### src/dtc_cfg.svh
`ifndef DTC_CFG_SVH
`define DTC_CFG_SVH

// register offsets on the plain register port
`define DTC_OFS_MODE      3'h0
`define DTC_OFS_CTRL      3'h1
`define DTC_OFS_CLK       3'h2
`define DTC_OFS_U0_LO     3'h3
`define DTC_OFS_U0_HI     3'h4
`define DTC_OFS_U1_LO     3'h5
`define DTC_OFS_U1_HI     3'h6

// timer_mode_reg fields
`define DTC_U0_MODE_LSB   0
`define DTC_U0_CT_BIT     2
`define DTC_U0_GATE_BIT   3
`define DTC_U1_MODE_LSB   4
`define DTC_U1_CT_BIT     6
`define DTC_U1_GATE_BIT   7

// timer_ctrl_reg fields
`define DTC_RUN0_BIT      4
`define DTC_FLAG0_BIT     5
`define DTC_RUN1_BIT      6
`define DTC_FLAG1_BIT     7

// clock_ctrl_reg fields
`define DTC_SPD0_BIT      3
`define DTC_SPD1_BIT      4

// reset values
`define DTC_RST_BYTE      8'h00
`define DTC_RST_BIT       1'b0

// machine cycles per slow tick, less one (1/12 rate = 3 machine cycles of 4 clocks)
`define DTC_DIV12_LAST    2'h2

`endif

### src/dtc_pkg.sv
package dtc_pkg;

  typedef logic [2:0] dtc_addr_t;
  typedef logic [7:0] dtc_byte_t;

  // machine-cycle phases, one system clock each
  typedef enum logic [1:0] {
    PH_C1,
    PH_C2,
    PH_C3,
    PH_C4
  } dtc_phase_e;

  typedef enum logic [1:0] {
    MODE_13,
    MODE_16,
    MODE_RELOAD,
    MODE_SPLIT
  } dtc_mode_e;

endpackage

### src/dtc_pin_sync.sv
`timescale 1ns/10ps
module dtc_pin_sync (
  // clock and reset
  input  wire logic mclk,
  input  wire logic sys_rst,
  // raw pin and its filtered level
  input  wire logic pin,
  output logic      level
);

  logic s1;
  logic s2;
  logic s3;

  always_ff @(posedge mclk) begin
    if (sys_rst) begin
      s1 <= 1'b0;
      s2 <= 1'b0;
      s3 <= 1'b0;
    end else begin
      s1 <= pin;
      s2 <= s1;
      s3 <= s2;
    end
  end

  // a change is accepted once the last two stages agree
  always_ff @(posedge mclk) begin
    if (sys_rst) begin
      level <= 1'b0;
    end else if (s2 == s3) begin
      level <= s3;
    end
  end

endmodule

### src/dtc_timer_pair.sv
// Local design decisions: the register addresses and the strobed register port.
`timescale 1ns/10ps
`include "dtc_cfg.svh"
// Function
// - timer ticks at one twelfth or one quarter
// - count pin sampled at C4, high-then-low edge
// - count register updates at C3, next machine cycle
// - function select bits 2 and 6
// - two-bit mode field per unit
// - count only when run and gate allow, save the high byte and unit 1 under split
// - mode 0 is 13-bit, low byte five bits
// - mode 0 wrap sets overflow flag
// - mode 1 uses full 16 bits
// - timer counts on mclk rising edge closing C3
// - mode 2 reloads low byte from high
// - mode 3 low byte keeps unit 0 controls
// - mode 3 high byte uses unit 1 run, flag
// - unit 1 mode 3 freezes unit 1
// - unit 1 under split: ticks only, no flag
// - flag set by overflow, cleared on vector
module dtc_timer_pair (
  // clock and reset
  input  wire logic              mclk,
  input  wire logic              sys_rst,
  // register port
  input  wire dtc_pkg::dtc_addr_t reg_addr,
  input  wire dtc_pkg::dtc_byte_t reg_wdata,
  input  wire logic              reg_wr,
  input  wire logic              reg_rd,
  output dtc_pkg::dtc_byte_t     reg_rdata,
  // external pins
  input  wire logic              count_input_a,
  input  wire logic              count_input_b,
  input  wire logic              ext_irq_pin_a,
  input  wire logic              ext_irq_pin_b,
  // interrupt controller side
  input  wire logic              unit0_vector_ack,
  input  wire logic              unit1_vector_ack,
  output logic                   unit0_overflow_flag,
  output logic                   unit1_overflow_flag
);
  import dtc_pkg::*;

  dtc_byte_t  timer_mode_reg;
  logic       unit0_run_bit;
  logic       unit1_run_bit;
  logic       unit0_speed_sel;
  logic       unit1_speed_sel;
  dtc_byte_t  unit0_low_byte;
  dtc_byte_t  unit0_high_byte;
  dtc_byte_t  unit1_low_byte;
  dtc_byte_t  unit1_high_byte;
  dtc_phase_e phase;
  logic [1:0] mc_div;
  logic       lvl_a;
  logic       lvl_b;
  logic       irq_lvl_a;
  logic       irq_lvl_b;
  logic       smp_a;
  logic       smp_b;
  logic       pend_a;
  logic       pend_b;

  function automatic logic rate_tick(input logic speed, input logic [1:0] div);
    return speed | (div == `DTC_DIV12_LAST);
  endfunction

  // one count step: {overflow, high, low}
  function automatic logic [16:0] step(input dtc_mode_e m, input dtc_byte_t hi,
                                       input dtc_byte_t lo);
    logic [12:0] v13;
    logic [15:0] v16;
    v13 = 13'({hi, lo[4:0]} + 13'h0001);
    v16 = 16'({hi, lo} + 16'h0001);
    unique case (m)
      MODE_13:     return {({hi, lo[4:0]} == 13'h1FFF), v13[12:5], lo[7:5], v13[4:0]};
      MODE_16:     return {({hi, lo} == 16'hFFFF), v16};
      MODE_RELOAD: return (lo == 8'hFF) ? {1'b1, hi, hi} : {1'b0, hi, 8'(lo + 8'h01)};
      MODE_SPLIT:  return {(lo == 8'hFF), hi, 8'(lo + 8'h01)};
    endcase
  endfunction

  dtc_pin_sync u_sync_cnt_a (.mclk(mclk), .sys_rst(sys_rst), .pin(count_input_a), .level(lvl_a));
  dtc_pin_sync u_sync_cnt_b (.mclk(mclk), .sys_rst(sys_rst), .pin(count_input_b), .level(lvl_b));
  dtc_pin_sync u_sync_irq_a (.mclk(mclk), .sys_rst(sys_rst), .pin(ext_irq_pin_a),
                             .level(irq_lvl_a));
  dtc_pin_sync u_sync_irq_b (.mclk(mclk), .sys_rst(sys_rst), .pin(ext_irq_pin_b),
                             .level(irq_lvl_b));

  // field decode
  dtc_mode_e mode0;
  dtc_mode_e mode1;
  logic      ct0;
  logic      ct1;
  logic      gate0;
  logic      gate1;
  assign mode0 = dtc_mode_e'(timer_mode_reg[`DTC_U0_MODE_LSB +: 2]);
  assign mode1 = dtc_mode_e'(timer_mode_reg[`DTC_U1_MODE_LSB +: 2]);
  assign ct0   = timer_mode_reg[`DTC_U0_CT_BIT];
  assign ct1   = timer_mode_reg[`DTC_U1_CT_BIT];
  assign gate0 = timer_mode_reg[`DTC_U0_GATE_BIT];
  assign gate1 = timer_mode_reg[`DTC_U1_GATE_BIT];

  // machine-cycle phase and slow-rate divider
  always_ff @(posedge mclk) begin
    if (sys_rst) begin
      phase <= PH_C1;
    end else begin
      unique case (phase)
        PH_C1: phase <= PH_C2;
        PH_C2: phase <= PH_C3;
        PH_C3: phase <= PH_C4;
        PH_C4: phase <= PH_C1;
      endcase
    end
  end

  always_ff @(posedge mclk) begin
    if (sys_rst) begin
      mc_div <= 2'h0;
    end else if (phase == PH_C4) begin
      mc_div <= (mc_div == `DTC_DIV12_LAST) ? 2'h0 : 2'(mc_div + 2'h1);
    end
  end

  // count pins sampled once per machine cycle; an edge waits for the next C3
  always_ff @(posedge mclk) begin
    if (sys_rst) begin
      smp_a  <= 1'b0;
      smp_b  <= 1'b0;
      pend_a <= 1'b0;
      pend_b <= 1'b0;
    end else if (phase == PH_C4) begin
      smp_a  <= lvl_a;
      smp_b  <= lvl_b;
      pend_a <= smp_a & ~lvl_a;
      pend_b <= smp_b & ~lvl_b;
    end
  end

  // count events, all landing in C3
  logic at_c3;
  logic run0_ok;
  logic run1_ok;
  logic split0;
  logic frozen1;
  logic ev0;
  logic ev1;
  logic hi0_ev;
  assign at_c3   = (phase == PH_C3);
  assign run0_ok = unit0_run_bit && (!gate0 || irq_lvl_a);
  assign run1_ok = unit1_run_bit && (!gate1 || irq_lvl_b);
  assign split0  = (mode0 == MODE_SPLIT);
  assign frozen1 = (mode1 == MODE_SPLIT);
  assign ev0     = at_c3 && run0_ok
                   && (ct0 ? pend_a : rate_tick(unit0_speed_sel, mc_div));
  assign hi0_ev  = at_c3 && split0 && unit1_run_bit
                   && rate_tick(unit0_speed_sel, mc_div);
  assign ev1     = !frozen1 && at_c3 && (split0 ? rate_tick(unit1_speed_sel, mc_div)
                                                : run1_ok && (ct1 ? pend_b
                                                   : rate_tick(unit1_speed_sel, mc_div)));

  logic [16:0] nxt0;
  logic [16:0] nxt1;
  logic        ovf0;
  logic        ovf_hi0;
  logic        ovf1;
  assign nxt0    = step(mode0, unit0_high_byte, unit0_low_byte);
  assign nxt1    = step(mode1, unit1_high_byte, unit1_low_byte);
  assign ovf0    = ev0 && nxt0[16];
  assign ovf_hi0 = hi0_ev && (unit0_high_byte == 8'hFF);
  assign ovf1    = ev1 && nxt1[16] && !split0;

  logic wr_ctrl;
  assign wr_ctrl = reg_wr && (reg_addr == `DTC_OFS_CTRL);

  // unit 0 count bytes; a software write in the same cycle wins
  always_ff @(posedge mclk) begin
    if (sys_rst) begin
      unit0_low_byte  <= `DTC_RST_BYTE;
      unit0_high_byte <= `DTC_RST_BYTE;
    end else begin
      if (ev0) begin
        unit0_low_byte  <= nxt0[7:0];
        unit0_high_byte <= nxt0[15:8];
      end
      if (hi0_ev) begin
        unit0_high_byte <= 8'(unit0_high_byte + 8'h01);
      end
      if (reg_wr && reg_addr == `DTC_OFS_U0_LO) begin
        unit0_low_byte <= reg_wdata;
      end
      if (reg_wr && reg_addr == `DTC_OFS_U0_HI) begin
        unit0_high_byte <= reg_wdata;
      end
    end
  end

  // unit 1 count bytes
  always_ff @(posedge mclk) begin
    if (sys_rst) begin
      unit1_low_byte  <= `DTC_RST_BYTE;
      unit1_high_byte <= `DTC_RST_BYTE;
    end else begin
      if (ev1) begin
        unit1_low_byte  <= nxt1[7:0];
        unit1_high_byte <= nxt1[15:8];
      end
      if (reg_wr && reg_addr == `DTC_OFS_U1_LO) begin
        unit1_low_byte <= reg_wdata;
      end
      if (reg_wr && reg_addr == `DTC_OFS_U1_HI) begin
        unit1_high_byte <= reg_wdata;
      end
    end
  end

  // overflow flags: hardware set beats software or vector clear
  always_ff @(posedge mclk) begin
    if (sys_rst) begin
      unit0_overflow_flag <= `DTC_RST_BIT;
    end else if (ovf0) begin
      unit0_overflow_flag <= 1'b1;
    end else if (wr_ctrl) begin
      unit0_overflow_flag <= reg_wdata[`DTC_FLAG0_BIT];
    end else if (unit0_vector_ack) begin
      unit0_overflow_flag <= 1'b0;
    end
  end

  always_ff @(posedge mclk) begin
    if (sys_rst) begin
      unit1_overflow_flag <= `DTC_RST_BIT;
    end else if (split0 ? ovf_hi0 : ovf1) begin
      unit1_overflow_flag <= 1'b1;
    end else if (wr_ctrl) begin
      unit1_overflow_flag <= reg_wdata[`DTC_FLAG1_BIT];
    end else if (unit1_vector_ack) begin
      unit1_overflow_flag <= 1'b0;
    end
  end

  // control registers
  always_ff @(posedge mclk) begin
    if (sys_rst) begin
      timer_mode_reg  <= `DTC_RST_BYTE;
      unit0_run_bit   <= `DTC_RST_BIT;
      unit1_run_bit   <= `DTC_RST_BIT;
      unit0_speed_sel <= `DTC_RST_BIT;
      unit1_speed_sel <= `DTC_RST_BIT;
    end else if (reg_wr) begin
      if (reg_addr == `DTC_OFS_MODE) begin
        timer_mode_reg <= reg_wdata;
      end
      if (reg_addr == `DTC_OFS_CTRL) begin
        unit0_run_bit <= reg_wdata[`DTC_RUN0_BIT];
        unit1_run_bit <= reg_wdata[`DTC_RUN1_BIT];
      end
      if (reg_addr == `DTC_OFS_CLK) begin
        unit0_speed_sel <= reg_wdata[`DTC_SPD0_BIT];
        unit1_speed_sel <= reg_wdata[`DTC_SPD1_BIT];
      end
    end
  end

  // read data stands only in the cycle after the read strobe
  always_ff @(posedge mclk) begin
    if (sys_rst || !reg_rd) begin
      reg_rdata <= 8'h00;
    end else begin
      unique case (reg_addr)
        `DTC_OFS_MODE:  reg_rdata <= timer_mode_reg;
        `DTC_OFS_CTRL:  reg_rdata <= {unit1_overflow_flag, unit1_run_bit,
                                      unit0_overflow_flag, unit0_run_bit, 4'h0};
        `DTC_OFS_CLK:   reg_rdata <= {3'h0, unit1_speed_sel, unit0_speed_sel, 3'h0};
        `DTC_OFS_U0_LO: reg_rdata <= unit0_low_byte;
        `DTC_OFS_U0_HI: reg_rdata <= unit0_high_byte;
        `DTC_OFS_U1_LO: reg_rdata <= unit1_low_byte;
        `DTC_OFS_U1_HI: reg_rdata <= unit1_high_byte;
        default:        reg_rdata <= 8'h00;
      endcase
    end
  end

  logic [15:0] cnt0;
  logic [15:0] cnt1;
  assign cnt0 = {unit0_high_byte, unit0_low_byte};
  assign cnt1 = {unit1_high_byte, unit1_low_byte};
endmodule

### config.mk
export PLATFORM = sky130hd
export DESIGN_NAME = dtc_timer_pair
export DESIGN_NICKNAME = d
export VERILOG_FILES = /design/src/dtc_pkg.sv /design/src/dtc_pin_sync.sv /design/src/dtc_timer_pair.sv
export VERILOG_INCLUDE_DIRS = /design/src
export SDC_FILE = /design/constraint.sdc
export NUM_CORES = 1
export LEC_CHECK = 0
export ABC_CLOCK_PERIOD_IN_PS = 1800
export BUFFER_PORTS_ARGS = -buffer_cell sky130_fd_sc_hd__buf_2
export CORE_UTILIZATION = 35
export DETAILED_ROUTE_END_ITERATION = 6
export HOLD_SLACK_MARGIN = 0.02
export PLACE_DENSITY = 0.52
export SLEW_MARGIN = 20
export SYNTH_ARGS = -nofsm -noshare
export SYNTH_HDL_FRONTEND = slang
export SYNTH_SLANG_ARGS = --single-unit
### constraint.sdc
create_clock -name mclk -period 1.8 [get_ports mclk]
set_clock_uncertainty 0.05 [all_clocks]
set_input_delay 0.09 -clock mclk [delete_from_list [all_inputs] [get_ports mclk]]
set_output_delay 0.09 -clock mclk [all_outputs]
set_load 0.02 [all_outputs]
==> results.json <==
{
  "cp-end-kind": "register",
  "maxSlewViolCount": 0,
  "path_max_fanout": 4,
  "initial_core_util_pct": 36.4,
  "numPortBuffers": 30,
  "routedWlPerCell_um": 20.5,
  "synth-main-ff-cell": "dfxtp_1",
  "fin_cells": 931,
  "yosys.area.top_type": "dfxtp_1",
  "antenna_found_initial": 0,
  "crit_family": "simple AND/OR/NAND/NOR gates",
  "syn_avg_cell_area_um2": 8.03,
  "path_cells": "buf_12, nand2_4, or3_4, and2_4, or4_4, a311oi_2",
  "busiest_layer": "met2",
  "dieArea_um2": 14400,
  "max_freq_ghz": 0.518,
  "grt_max_degree": 29,
  "cp_num_buf_inv": 1,
  "whs_ps": 44.5,
  "hold_violations": 0,
  "ant_nets": 0,
  "grt_overflow_total": 0,
  "grt_pass1_vias": 5302,
  "synth_top_family_by_area": "simple AND/OR/NAND/NOR gates",
  "vias": 5492,
  "yosys.area_share.xor_xnor_pct": 2.15,
  "critical_path_class": "reg2reg",
  "cts-root-buf": "clkbuf_16",
  "synthArstFlopShare_pct": 0,
  "synthAdderAreaFrac_pct": 1.54,
  "synth-simple-area-share_pct": 28.1,
  "clock_latency_ps": 360,
  "place_ws_ps": -209,
  "track_usage_pct": 27.1,
  "cap_violations": 0,
  "synth_fp_nets": 635,
  "syn_to_final_growth_pct": 44.9,
  "critical_path_arrival_ps": 2140,
  "crit_required_ps": 2010,
  "num_io_pins": 31,
  "period_share_pct": 107,
  "dp.cells": 895,
  "finalNetCount": 777,
  "netlist_instances": 608,
  "die_h_um": 120,
  "drc": 0,
  "ir_drop_v": 0.000449,
  "ys_ff_latch": 78,
  "htree_levels": 3,
  "p_leak_uw": 0.00264,
  "cts_num_sinks": 78,
  "start_kind": "register",
  "synth-edff-count": 0,
  "ys_types": 81,
  "drt_iter0_drc": 453,
  "slowest_delay_ps": 510,
  "grt_use_met2_pct": 44.6,
  "num_rows": 42,
  "violations": "setup timing",
  "yosysSeqAreaShare_pct": 32.0,
  "syn_area_um2": 4880,
  "grt_first_pass_wirelength_um": 29300,
  "gp_congestion": 0.980,
  "powerDensity_nw_per_um2": 652,
  "numCtsBuffers": 9,
  "cts_buffer_depth": 2,
  "layout_commonest_cell": "buf_4",
  "synth_warnings": 0,
  "setup_viol": 4,
  "n_fill_cell": 1247,
  "use_met3_pct": 5.80,
  "die_x_um": 120,
  "tightest_slew_ps": 546,
  "final_cell_mix": "buf_4, dfxtp_1, nor2_1, nand2_1, a21oi_1",
  "hp-class": "in2reg",
  "drt_pre_antenna_iters": 5,
  "rsz0062_at_grt": "true",
  "timing.slew.headroom_pct": 63.3,
  "cpMaxStageDelayCell": "or4_4",
  "grt_util_met1_pct": 34.1,
  "antenna_cells": 0,
  "drive_above_1_share_pct": 38.3,
  "synth_area_leaders": "dfxtp_1, nor2_1, nand2_1",
  "core_um2": 13400,
  "synth_compound_area_share_pct": 25.5,
  "setup_ws_ps": -132,
  "synthMuxAreaShare_pct": 5.13,
  "hpwl_um": 14300,
  "clk_pin_slew_ps": 70,
  "via_per_inst": 5.90,
  "outcome": "finished with violations",
  "cts_tree": "done",
  "routed_wl_um": 19100,
  "synth_top_area_share_pct": 32.0,
  "fin_crit_ps": 1930
}
[layer usage]
layer  vias to the layer above  share of wire [%]
met3                        50                7.0
met2                       226                 47
li1                       2573                  -
met5                         -                  0
met1                      2643                 43
met4                         0                4.0
[power breakdown]
part | internal, uW | switching (uW) | total, uW
logic | 325 | 363 | 687
registers | 1780 | 54.2 | 1840
clock network | 1240 | 848 | 2080
[final timing paths]
kind,start,to,slack [ps],depth (start not counted)
setup / recovery,unit1_low_byte[1],unit1_high_byte[2],-130,6
hold / removal,reg_wdata[2],timer_mode_reg[2],40,3
setup reg to reg,unit1_low_byte[1],unit1_high_byte[2],-130,6
hold reg to reg,u_sync_cnt_b.s1,u_sync_cnt_b.s2,380,1
[area by class of cell]
cell class	instances	area [um^2]	area share, %
multi-input combinational	470	3490	49.4
sequential	78	1590	22.5
inverter	12	45.0	0.637
timing repair buffer	179	1390	19.7
tap	176	220	3.11
clock inverter	7	105	1.49
clock buffer	9	225	3.18
[timing repair]
| action | CTS | global route |
|---|---|---|
| gates cloned | 0 | 0 |
| resized for setup | 49 | 64 |
| hold buffers | 7 | 0 |
| pin swaps | 26 | 23 |
| endpoints found under the setup margin | 19 | 27 |
| setup buffers | 10 | 6 |
| hold endpoints to repair | 7 | 0 |
[worst register-to-register path, stage by stage, from the launching register on]
cell and delay [ps]:
dfxtp_4 380, buf_12 100, nand2_4 40, or3_4 330, and2_4 180, or4_4 510
a311oi_2 240
[synth_stat cells (all sizes together), types with 13 or more instances]
master   n
dfxtp   78
nor2    70
nand2   54
a21oi   35
clkbuf  35
a211oi  22
nand3   22
nor2b   20
nand4   17
o21ai   17
mux2i   16
a311oi  13
[stage by stage]
stage / power, uW / cell area, um^2 / TNS, ps / util [%]
global route: 4770 / 7080 / -736 / 52.8
global placement: 2480 / 6110 / -547 / 45.6
CTS: 4590 / 6780 / -379 / 50.6
finish: 4610 / 7080 / -332 / 52.8
floorplan: 2180 / 4980 / -94.3 / -
detailed placement: 2490 / 6110 / -1120 / 45.6
[logic make-up after synthesis]
family                   Yosys count
adder cells (fa/ha/maj)            6
buffers and inverters             60
AND/OR/NAND/NOR                  260
flip-flops                        78
XOR/XNOR                          12
multiplexers                      22
AO/OA/AOI/OAI                    170
No activity file was read; power rests on OpenSTA's default activity.
